## config.mk

```make
export PLATFORM = sky130hd
export DESIGN_NAME = pfs_top
export DESIGN_NICKNAME = d
export VERILOG_FILES = /design/src/core/pfs_pkg.sv /design/src/core/pfs_pin_cell.sv /design/src/core/pfs_top.sv
export SDC_FILE = /design/constraint.sdc
export NUM_CORES = 1
export LEC_CHECK = 0
export ABC_CLOCK_PERIOD_IN_PS = 3800
export BUFFER_PORTS_ARGS = -buffer_cell sky130_fd_sc_hd__buf_2
export CAP_MARGIN = 0
export CORE_ASPECT_RATIO = 1.4
export CORE_MARGIN = 10
export CORE_UTILIZATION = 43
export CTS_CLUSTER_DIAMETER = 60
export DETAILED_ROUTE_END_ITERATION = 16
export GPL_TIMING_DRIVEN = 0
export HOLD_SLACK_MARGIN = 0.12
export PLACE_DENSITY_LB_ADDON = 0.1
export SLEW_MARGIN = 20
export SYNTH_ARGS = -nofsm -noshare
export SYNTH_HDL_FRONTEND = slang
export SYNTH_SLANG_ARGS = --single-unit
```

## constraint.sdc

```tcl
create_clock -name clk_i -period 3.8 [get_ports clk_i]
set_input_delay 0.76 -clock clk_i [delete_from_list [all_inputs] [get_ports clk_i]]
set_output_delay 0.76 -clock clk_i [all_outputs]
set_load 0.05 [all_outputs]
```

## src/core/pfs_pkg.sv

```systemverilog
// Purpose: shared constants for the upper port pin function select
// Assumes: 32-bit apb, word-aligned registers
// Notes: mode field positions and reset codes live here
package pfs_pkg;
  // ------------------------------------------------------------
  // register offsets
  // ------------------------------------------------------------
  localparam logic [7:0] PFS_CTRL_OFFSET = 8'h00;
  localparam logic [7:0] PFS_DIR_OFFSET = 8'h04;
  localparam logic [7:0] PFS_DOUT_OFFSET = 8'h08;
  localparam logic [7:0] PFS_PIN_OFFSET = 8'h0c;
  // ------------------------------------------------------------
  // field positions (low bit of each two-bit field)
  // ------------------------------------------------------------
  localparam int PFS_P13_LSB = 10;
  localparam int PFS_P12_LSB = 8;
  localparam int PFS_P11_LSB = 6;
  localparam int PFS_P10_LSB = 4;
  localparam int PFS_P9_LSB = 2;
  // ------------------------------------------------------------
  // reset values
  // ------------------------------------------------------------
  localparam logic [15:0] PFS_CTRL_RESET = 16'h0300;
  localparam logic [4:0] PFS_DIR_RESET = 5'h00;
  localparam logic [4:0] PFS_DOUT_RESET = 5'h00;
  // ------------------------------------------------------------
  // mode codes
  // ------------------------------------------------------------
  localparam logic [1:0] PFS_MODE_GPIO = 2'h0;
  localparam logic [1:0] PFS_MODE_ALT1 = 2'h1;
  localparam logic [1:0] PFS_MODE_ALT2 = 2'h2;
  localparam logic [1:0] PFS_MODE_ALT3 = 2'h3;
endpackage

```

## src/core/pfs_pin_cell.sv

```systemverilog
// Purpose: one pin's output mux and enable
// Assumes: per-code output data and drive enables supplied by caller
// Notes: code selects one of four functions
`timescale 1ns/1ps
module pfs_pin_cell (
  input wire logic [1:0] mode_i,
  input wire logic [3:0] func_out_i,
  input wire logic [3:0] func_oe_i,
  output logic pin_o,
  output logic pin_oe_o
);
  // ------------------------------------------------------------
  // function select
  // ------------------------------------------------------------
  always_comb begin
    pin_o = func_out_i[mode_i];
    pin_oe_o = func_oe_i[mode_i];
  end
endmodule

```

## src/core/pfs_top.sv

```systemverilog
// Purpose: function select for port pins 13 down to 9
// Assumes: apb slave, single clock, pins as in/out/oe triples
// Notes: reserved codes leave the pin released as input
//
// Decided for this implementation: register access over APB and the address map.
`timescale 1ns/1ps
// Contract
// [RULE_01] pin13 code 01 is irq channel 1 input
// [RULE_02] pin13 code 10 is timer clock b
// [RULE_03] pin13 code 11 is dma request 0
// [RULE_04] pin12 field bits 9:8, 00 gpio
// [RULE_05] pin12 code 01 is irq channel 0 input
// [RULE_06] pin12 code 11 drives dma ack; reset
// [RULE_07] pin11 field bits 7:6 decoded
// [RULE_08] pin11 code 01 is upper bus parity
// [RULE_09] pin11 code 10 timer capcomp b; 11 reserved
// [RULE_10] pin10 field bits 5:4, reset 00 gpio
// [RULE_11] pin10 code 01 is lower bus parity
// [RULE_12] pin9 field bits 3:2, reset 00 gpio
// [RULE_13] pin9 code 01 drives address hold strobe
// [RULE_14] pin9 code 11 drives irq request out
// [RULE_15] pin13 field bits 11:10, reset 00 gpio
// [RULE_16] pin11 code 00 reset gpio
// [RULE_17] pin10 code 10 timer capcomp a; 11 reserved
// [RULE_18] pin9 code 10 is adc start trigger
// [RULE_19] software avoids reserved codes; pin stays input
// [RULE_20] enable follows function direction
module pfs_top (
  input wire logic clk_i,
  input wire logic sys_rst_i,
  input wire logic psel,
  input wire logic penable,
  input wire logic pwrite,
  input wire logic [7:0] paddr,
  input wire logic [31:0] pwdata,
  output logic [31:0] prdata,
  output logic pready,
  output logic pslverr,
  input wire logic port_pin_13_i,
  output logic port_pin_13_o,
  output logic port_pin_13_oe_o,
  input wire logic port_pin_12_i,
  output logic port_pin_12_o,
  output logic port_pin_12_oe_o,
  input wire logic port_pin_11_i,
  output logic port_pin_11_o,
  output logic port_pin_11_oe_o,
  input wire logic port_pin_10_i,
  output logic port_pin_10_o,
  output logic port_pin_10_oe_o,
  input wire logic port_pin_9_i,
  output logic port_pin_9_o,
  output logic port_pin_9_oe_o,
  output logic ext_irq_in_ch1_o,
  output logic ext_irq_in_ch0_o,
  output logic timer_ext_clock_b_o,
  output logic dma_request_ch0_o,
  input wire logic dma_acknowledge_ch0_i,
  input wire logic upper_bus_parity_i,
  input wire logic upper_bus_parity_oe_i,
  output logic upper_bus_parity_o,
  input wire logic lower_bus_parity_i,
  input wire logic lower_bus_parity_oe_i,
  output logic lower_bus_parity_o,
  input wire logic timer_capcomp_b_i,
  input wire logic timer_capcomp_b_oe_i,
  output logic timer_capcomp_b_o,
  input wire logic timer_capcomp_a_i,
  input wire logic timer_capcomp_a_oe_i,
  output logic timer_capcomp_a_o,
  input wire logic address_hold_strobe_i,
  output logic adc_start_trigger_o,
  input wire logic irq_request_out_i
);
  // ------------------------------------------------------------
  // registers
  // ------------------------------------------------------------
  logic [15:0] ctrl_q;
  logic [4:0] dir_q;
  logic [4:0] dout_q;
  logic [31:0] rdata_d;
  logic wr_en;
  logic wr_ctrl;
  logic wr_dir;
  logic wr_dout;
  logic hit;
  logic [3:0] p13_fout;
  logic [3:0] p13_foe;
  logic [3:0] p12_fout;
  logic [3:0] p12_foe;
  logic [3:0] p11_fout;
  logic [3:0] p11_foe;
  logic [3:0] p10_fout;
  logic [3:0] p10_foe;
  logic [3:0] p9_fout;
  logic [3:0] p9_foe;
  logic [1:0] m13;
  logic [1:0] m12;
  logic [1:0] m11;
  logic [1:0] m10;
  logic [1:0] m9;
  logic [4:0] pin_in;

  assign m13 = ctrl_q[pfs_pkg::PFS_P13_LSB +: 2]; // [RULE_15]
  assign m12 = ctrl_q[pfs_pkg::PFS_P12_LSB +: 2]; // [RULE_04]
  assign m11 = ctrl_q[pfs_pkg::PFS_P11_LSB +: 2]; // [RULE_07]
  assign m10 = ctrl_q[pfs_pkg::PFS_P10_LSB +: 2]; // [RULE_10]
  assign m9 = ctrl_q[pfs_pkg::PFS_P9_LSB +: 2]; // [RULE_12]
  assign pin_in = {port_pin_13_i, port_pin_12_i, port_pin_11_i, port_pin_10_i, port_pin_9_i};

  // ------------------------------------------------------------
  // apb slave
  // ------------------------------------------------------------
  assign pready = 1'b1;
  assign wr_en = psel && penable && pwrite;
  assign wr_ctrl = wr_en && (paddr == pfs_pkg::PFS_CTRL_OFFSET);
  assign wr_dir = wr_en && (paddr == pfs_pkg::PFS_DIR_OFFSET);
  assign wr_dout = wr_en && (paddr == pfs_pkg::PFS_DOUT_OFFSET);
  always_comb begin
    hit = 1'b1;
    rdata_d = 32'h0000_0000;
    unique case (paddr)
      pfs_pkg::PFS_CTRL_OFFSET: rdata_d = {16'h0000, ctrl_q};
      pfs_pkg::PFS_DIR_OFFSET: rdata_d = {27'h000_0000, dir_q};
      pfs_pkg::PFS_DOUT_OFFSET: rdata_d = {27'h000_0000, dout_q};
      pfs_pkg::PFS_PIN_OFFSET: rdata_d = {27'h000_0000, pin_in};
      default: hit = 1'b0;
    endcase
  end
  assign pslverr = psel && penable && !hit;
  assign prdata = rdata_d;

  always_ff @(posedge clk_i or posedge sys_rst_i) begin
    if (sys_rst_i) begin
      ctrl_q <= pfs_pkg::PFS_CTRL_RESET; // [RULE_06] [RULE_10] [RULE_16]
    end else if (wr_ctrl) begin
      ctrl_q <= {4'h0, pwdata[11:2], 2'h0};
    end
  end

  always_ff @(posedge clk_i or posedge sys_rst_i) begin
    if (sys_rst_i) begin
      dir_q <= pfs_pkg::PFS_DIR_RESET;
    end else if (wr_dir) begin
      dir_q <= pwdata[4:0];
    end
  end

  always_ff @(posedge clk_i or posedge sys_rst_i) begin
    if (sys_rst_i) begin
      dout_q <= pfs_pkg::PFS_DOUT_RESET;
    end else if (wr_dout) begin
      dout_q <= pwdata[4:0];
    end
  end

  // ------------------------------------------------------------
  // inbound routing, pin 13
  // ------------------------------------------------------------
  always_comb begin
    ext_irq_in_ch1_o = 1'b0;
    timer_ext_clock_b_o = 1'b0;
    dma_request_ch0_o = 1'b0;
    unique case (m13)
      pfs_pkg::PFS_MODE_GPIO: begin
        ext_irq_in_ch1_o = 1'b0;
      end
      pfs_pkg::PFS_MODE_ALT1: begin
        ext_irq_in_ch1_o = port_pin_13_i; // [RULE_01]
      end
      pfs_pkg::PFS_MODE_ALT2: begin
        timer_ext_clock_b_o = port_pin_13_i; // [RULE_02]
      end
      pfs_pkg::PFS_MODE_ALT3: begin
        dma_request_ch0_o = port_pin_13_i; // [RULE_03]
      end
    endcase
  end

  // ------------------------------------------------------------
  // inbound routing, pin 12
  // ------------------------------------------------------------
  always_comb begin
    ext_irq_in_ch0_o = 1'b0;
    unique case (m12)
      pfs_pkg::PFS_MODE_GPIO: begin
        ext_irq_in_ch0_o = 1'b0;
      end
      pfs_pkg::PFS_MODE_ALT1: begin
        ext_irq_in_ch0_o = port_pin_12_i; // [RULE_05]
      end
      pfs_pkg::PFS_MODE_ALT2: begin
        ext_irq_in_ch0_o = 1'b0;
      end
      pfs_pkg::PFS_MODE_ALT3: begin
        ext_irq_in_ch0_o = 1'b0;
      end
    endcase
  end

  // ------------------------------------------------------------
  // inbound routing, pin 11
  // ------------------------------------------------------------
  always_comb begin
    upper_bus_parity_o = 1'b0;
    timer_capcomp_b_o = 1'b0;
    unique case (m11)
      pfs_pkg::PFS_MODE_GPIO: begin
        upper_bus_parity_o = 1'b0;
      end
      pfs_pkg::PFS_MODE_ALT1: begin
        upper_bus_parity_o = port_pin_11_i; // [RULE_08]
      end
      pfs_pkg::PFS_MODE_ALT2: begin
        timer_capcomp_b_o = port_pin_11_i; // [RULE_09]
      end
      pfs_pkg::PFS_MODE_ALT3: begin
        upper_bus_parity_o = 1'b0;
      end
    endcase
  end

  // ------------------------------------------------------------
  // inbound routing, pin 10
  // ------------------------------------------------------------
  always_comb begin
    lower_bus_parity_o = 1'b0;
    timer_capcomp_a_o = 1'b0;
    unique case (m10)
      pfs_pkg::PFS_MODE_GPIO: begin
        lower_bus_parity_o = 1'b0;
      end
      pfs_pkg::PFS_MODE_ALT1: begin
        lower_bus_parity_o = port_pin_10_i; // [RULE_11]
      end
      pfs_pkg::PFS_MODE_ALT2: begin
        timer_capcomp_a_o = port_pin_10_i; // [RULE_17]
      end
      pfs_pkg::PFS_MODE_ALT3: begin
        lower_bus_parity_o = 1'b0;
      end
    endcase
  end

  // ------------------------------------------------------------
  // inbound routing, pin 9
  // ------------------------------------------------------------
  always_comb begin
    adc_start_trigger_o = 1'b0;
    unique case (m9)
      pfs_pkg::PFS_MODE_GPIO: begin
        adc_start_trigger_o = 1'b0;
      end
      pfs_pkg::PFS_MODE_ALT1: begin
        adc_start_trigger_o = 1'b0;
      end
      pfs_pkg::PFS_MODE_ALT2: begin
        adc_start_trigger_o = port_pin_9_i; // [RULE_18]
      end
      pfs_pkg::PFS_MODE_ALT3: begin
        adc_start_trigger_o = 1'b0;
      end
    endcase
  end

  // ------------------------------------------------------------
  // per-pin function vectors: {code11, code10, code01, code00}
  // ------------------------------------------------------------
  assign p13_fout = {1'b0, 1'b0, 1'b0, dout_q[4]};
  assign p13_foe = {1'b0, 1'b0, 1'b0, dir_q[4]}; // [RULE_20]
  assign p12_fout = {dma_acknowledge_ch0_i, 1'b0, 1'b0, dout_q[3]}; // [RULE_06]
  assign p12_foe = {1'b1, 1'b0, 1'b0, dir_q[3]}; // [RULE_20]
  assign p11_fout = {1'b0, timer_capcomp_b_i, upper_bus_parity_i, dout_q[2]}; // [RULE_08]
  assign p11_foe = {1'b0, timer_capcomp_b_oe_i, upper_bus_parity_oe_i, dir_q[2]}; // [RULE_09]
  assign p10_fout = {1'b0, timer_capcomp_a_i, lower_bus_parity_i, dout_q[1]}; // [RULE_11]
  assign p10_foe = {1'b0, timer_capcomp_a_oe_i, lower_bus_parity_oe_i, dir_q[1]}; // [RULE_17]
  assign p9_fout = {irq_request_out_i, 1'b0, address_hold_strobe_i, dout_q[0]}; // [RULE_13] [RULE_14]
  assign p9_foe = {1'b1, 1'b0, 1'b1, dir_q[0]}; // [RULE_20]

  // ------------------------------------------------------------
  // outbound pin cells: {code11, code10, code01, code00}
  // ------------------------------------------------------------
  pfs_pin_cell u_p13 (
    .mode_i(m13),
    .func_out_i(p13_fout),
    .func_oe_i(p13_foe),
    .pin_o(port_pin_13_o),
    .pin_oe_o(port_pin_13_oe_o)
  );
  pfs_pin_cell u_p12 (
    .mode_i(m12),
    .func_out_i(p12_fout),
    .func_oe_i(p12_foe),
    .pin_o(port_pin_12_o),
    .pin_oe_o(port_pin_12_oe_o)
  );
  pfs_pin_cell u_p11 (
    .mode_i(m11),
    .func_out_i(p11_fout),
    .func_oe_i(p11_foe),
    .pin_o(port_pin_11_o),
    .pin_oe_o(port_pin_11_oe_o)
  );
  pfs_pin_cell u_p10 (
    .mode_i(m10),
    .func_out_i(p10_fout),
    .func_oe_i(p10_foe),
    .pin_o(port_pin_10_o),
    .pin_oe_o(port_pin_10_oe_o)
  );
  pfs_pin_cell u_p9 (
    .mode_i(m9),
    .func_out_i(p9_fout),
    .func_oe_i(p9_foe),
    .pin_o(port_pin_9_o),
    .pin_oe_o(port_pin_9_oe_o)
  );
endmodule

```

### Yosys cells after proc, flatten, opt, wreduce, memory -nomap -nowiden

Index checks and enable logic that the tools add are counted.

* register bits: 20
* bits in latches: 0
* RAM bits: 0
* bits in read-only memories: 0
* bits of input ports: 61
* output and inout bits: 53
* logic and storage cells: 68
* memories kept: 0

* add/subtract/negate cells: 0
* multiply operators: 0
* div/mod/pow operators: 0
* $lt $le $gt $ge: 5
* equal/unequal tests: 16
* shift-type cells: 0
* mux-type cells: 31
* bitwise gates (word level): 0
* reduce and logical (&&, ||, !) cells: 13

Operators by type and width (count)
* 12-bit case mux with 4 select lines: 1
* 1-bit binary-select mux with 2-bit select: 10
* 1-bit 2-to-1 mux: 18
* 2-bit == test (second input constant): 8
* 8-bit by 4-bit == test with 1-bit output (second input constant): 2
* 2-bit by 3-bit less-than comparator with 1-bit output (second input constant): 5
* 2-bit by 1-bit == test with 1-bit output (second input constant): 5
* 8-bit by 3-bit == test with 1-bit output (second input constant): 1
* 8-bit zero test: 1
* 1-bit logical AND: 6
* 3-bit OR reduction: 2
* 2-bit zero test: 2
* 1-bit case mux with 2 select lines: 2
* 4-bit OR reduction: 1
* 1-bit zero test: 1

### Logic depth before layout (Yosys ltp)

* depth after elaboration: 5
* gate-level depth with buffers: 5
* mapped depth without buffers: 3

### Cells and area by module

From an unflattened synthesis, not the netlist that was laid out.

* cells, all modules: 121
* area, all modules: 1530.2 sq um

Modules (own cells, without submodules)
* pfs_top: times used 1, cells each 111, area an instance 1267.5 sq um, sequential area each 503.0 sq um
* pfs_pin_cell: times used 5, cells each 2, area an instance 52.6 sq um, sequential area each 0.0 sq um

### Worst setup path after synthesis

OpenSTA, ideal clock, no wires.

* kind: input-to-output
* start point: input port paddr[5]
* end point: output port prdata[2]
* arrival: 2.384 ns
* data required time: 3.040 ns
* path slack: 0.656 ns
* stages on the path: 3
* path buffers: 0
* cells stage by stage: or4_4 > or2_2 > nor2b_1

* word-level cells in the longest chain between the ends: 2
* elaborated cells on any way between the ends: 5
* those cells by class: eq/ne (3); mux (1); reduce/logical (1)

Ends and longest elaborated chain
* start, declared: RTL line pfs_top.sv:34 `input wire logic [7:0] paddr,`
* 8-bit by 4-bit == test with 1-bit output, or another cell as far along: RTL line pfs_top.sv:122 `unique case (paddr)`
* 12-bit case mux with 4 select lines *: RTL line pfs_top.sv:122
* end, declared: RTL line pfs_top.sv:36 `output logic [31:0] prdata,`

Every way passes the cells marked *; elsewhere a longest branch is shown, timed or not.

### Worst setup path in the final report

* start point: input port paddr[5]
* end point: output port prdata[6]

The elaborated chain is that of the path after synthesis.

==> results.cfg <==
[run_status]
status = finished clean

[worst_setup_path]
critPathKind = in2out
critPathBufInv = 2
critPathCaptureType = output port
path_common_cell = buf_2
cp_max_fo = 7
arrival_ns = 2.40
regToRegStartpoint = ctrl_q[7]
r2r_slack_ns = 2.95
rr_endpoint = ctrl_q[7]
startpoint_type = input pin
crit_family = simple AND/OR/NAND/NOR gates
cp_slowest_cell = or4_4
rr_worst_depth = 1
cp_slowest_stage_delay_ns = 0.58
cp_cell_sequence = buf_2 > or4_4 > nor4_2 > and2_1 > buf_2
cp_data_required_time_ns = 3.04

[die]
floorplan.initialDensity_pct = 45.6
die_y_um = 88.8
fp.dieW_um = 69.1
core_um2 = 3180
dieArea_um2 = 6140
num_rows = 24
pin_count = 114

[finish]
fillers = 300
post-route-util_pct = 62.0
layout-drive-gt1-share_pct = 55.2
area_growth_pct = 35.9
instances_no_fill = 271
seqCellArea_um2 = 503
antenna_cells = 0
multi_input_comb_area_um2 = 840
nets = 294

[sta]
final-hold-violation-count = 0
period_needed_ns = 3.16
fin_crit_sh_pct = 83.2
worst_pin_slew_ns = 0.750
max_freq_mhz = 316
finClkSkew_ns = 0
tns_ns = 0
final-setup-viol-count = 0
slew_headroom_pct = 49.9
rsz0062_at_grt = false
slew_viol_final = 0
hold_slack_ns = 0.537

[grt]
grt_overflow = 0
grtUsageTotal_pct = 12.8
grt_pass1_wl_mm = 6.51
grt_pass1_vias = 1406
grt_max_degree = 21
antenna_found_initial = 0

[clock_tree]
insertion_delay_ns = 0.25
cts-hold-fix-buffers = 0
cts_made_buffers = 3
htree_levels = 1
path_clk_slew_ns = 0.07
postCtsSetupBuffers = 0
cts_buffer_depth = 2
cts_resized = 0
cts_tree = built
cts.sinks = 20
root_buffer = clkbuf_8

[hold_path]
min_path_type = reg2reg
holdCritStartpoint = dir_q[0]
hold_path_end = dir_q[0]
holdPathStages = 1

[synthesis]
synth_area_um2 = 1450
yosysWarningCount = 0
postSynthAreaPerCell_um2 = 10.5
synthCells = 139
synth-seq-area-share_pct = 34.6
ys_ff_latch = 20
netlist-cell-type-count = 31

[pwr]
p_leak_nw = 1.14
peakVddDrop_v = 0.000173
p_per_area_nw_per_um2 = 248

[detailed_routing]
postRouteWirelength_mm = 4.11
wire_per_inst_um = 15.1
vias_per_cell = 4.68
firstDrtPassIters = 4
final_antenna_net_count = 0
drc = 0
vias = 1267
drt_iter0_drc = 16

[placed_design]
dpl.hpwl_mm = 3.48
post-place-cells = 267
gp_congestion = 0.747
io_buffers = 70

[run]
drv_cap = 0
==> area by class of cell <==
class | count | area share (%)
timing repair buffer | 70 | 17.7
multi-input combinational | 111 | 42.5
clock buffer | 4 | 2.28
tap | 39 | 2.47
buffer | 24 | 8.94
sequential | 20 | 25.5
inverter | 3 | 0.570
==> flip-flops by register name, summed over array words and instances (netlist names) <==
name / cells
dout_q: 5
ctrl_q: 10
dir_q: 5
==> per-stage QoR <==
stage | setup slack [ns] | cell area [um2] | total power [mW]
floorplan | 0.656 | 1520 | 0.323
global placement | 0.293 | 1920 | 0.352
detailed placement | 0.236 | 1920 | 0.355
CTS | 0.235 | 1970 | 0.495
global route | 0.486 | 1970 | 0.517
finish | 0.637 | 1970 | 0.491
==> how the worst max path moves through the flow <==
stage / from / end / cells past startpoint
floorplan: paddr[5] / prdata[2] / 3
global placement: paddr[5] / prdata[11] / 5
detailed placement: paddr[5] / prdata[5] / 5
CTS: paddr[5] / prdata[5] / 5
global route: paddr[5] / prdata[6] / 5
finish: paddr[5] / prdata[6] / 5
==> metal layers <==
layer / vias up / global-route usage, % / share of wire, %
met3: 2 / 5.38 / 11
li1: 629 / - / -
met2: 63 / 21.8 / 49
met1: 573 / 14.2 / 40
met4: 0 / 3.85 / 0.51
met5: - / 0 / 0
==> kinds of logic (layout without fill, tap and decap cells) <==
family          Yosys count  after routing  share of synthesized area (%)
other cells               2             21                          0.517
compound gates            8              8                           3.53
flops                    20             20                           34.6
simple gates             52             52                           21.9
buf+inv                  27            101                           12.9
mux                      30             30                           26.5
==> cell usage after synthesis, drive strengths merged <==
cell    count  area share, %
or2         2           0.86
nand2      13            3.4
nand3       1           0.34
and2        9            3.9
mux2       23             19
inv         3           0.78
mux2i       4            2.8
dfrtp      18             31
conb        2           0.52
nand4       1           0.43
clkbuf      2           0.52
a21o        1           0.52
nor2b       6            2.6
nand4b      1           0.60
mux4        3            4.7
a22o        1           0.60
dfstp       2            3.6
o21ai       4            1.4
nor2        8            2.1
and3b       2            1.2
buf        22             12
or4         2            1.3
and3        2           0.86
nor3b       2            1.0
nor4        3            3.4
a22oi       2            1.0
==> placed cells by master (no fill, tap or decap), drive strengths merged, types with 3 or more instances in the layout <==
cell type / count
buf: 92
mux2: 23
conb: 21
dfrtp: 18
nand2: 13
and2: 9
nor2: 8
nor2b: 6
clkbuf: 6
mux2i: 4
o21ai: 4
mux4: 3
inv: 3
nor4: 3
==> report_power, final <==
part | internal [mW] | leakage [nW] | switching, mW
Clock | 0.0744 | 0.0228 | 0.0647
Combinational | 0.0440 | 0.841 | 0.0874
Sequential | 0.216 | 0.271 | 0.00371
No activity file was read; power rests on OpenSTA's default activity.
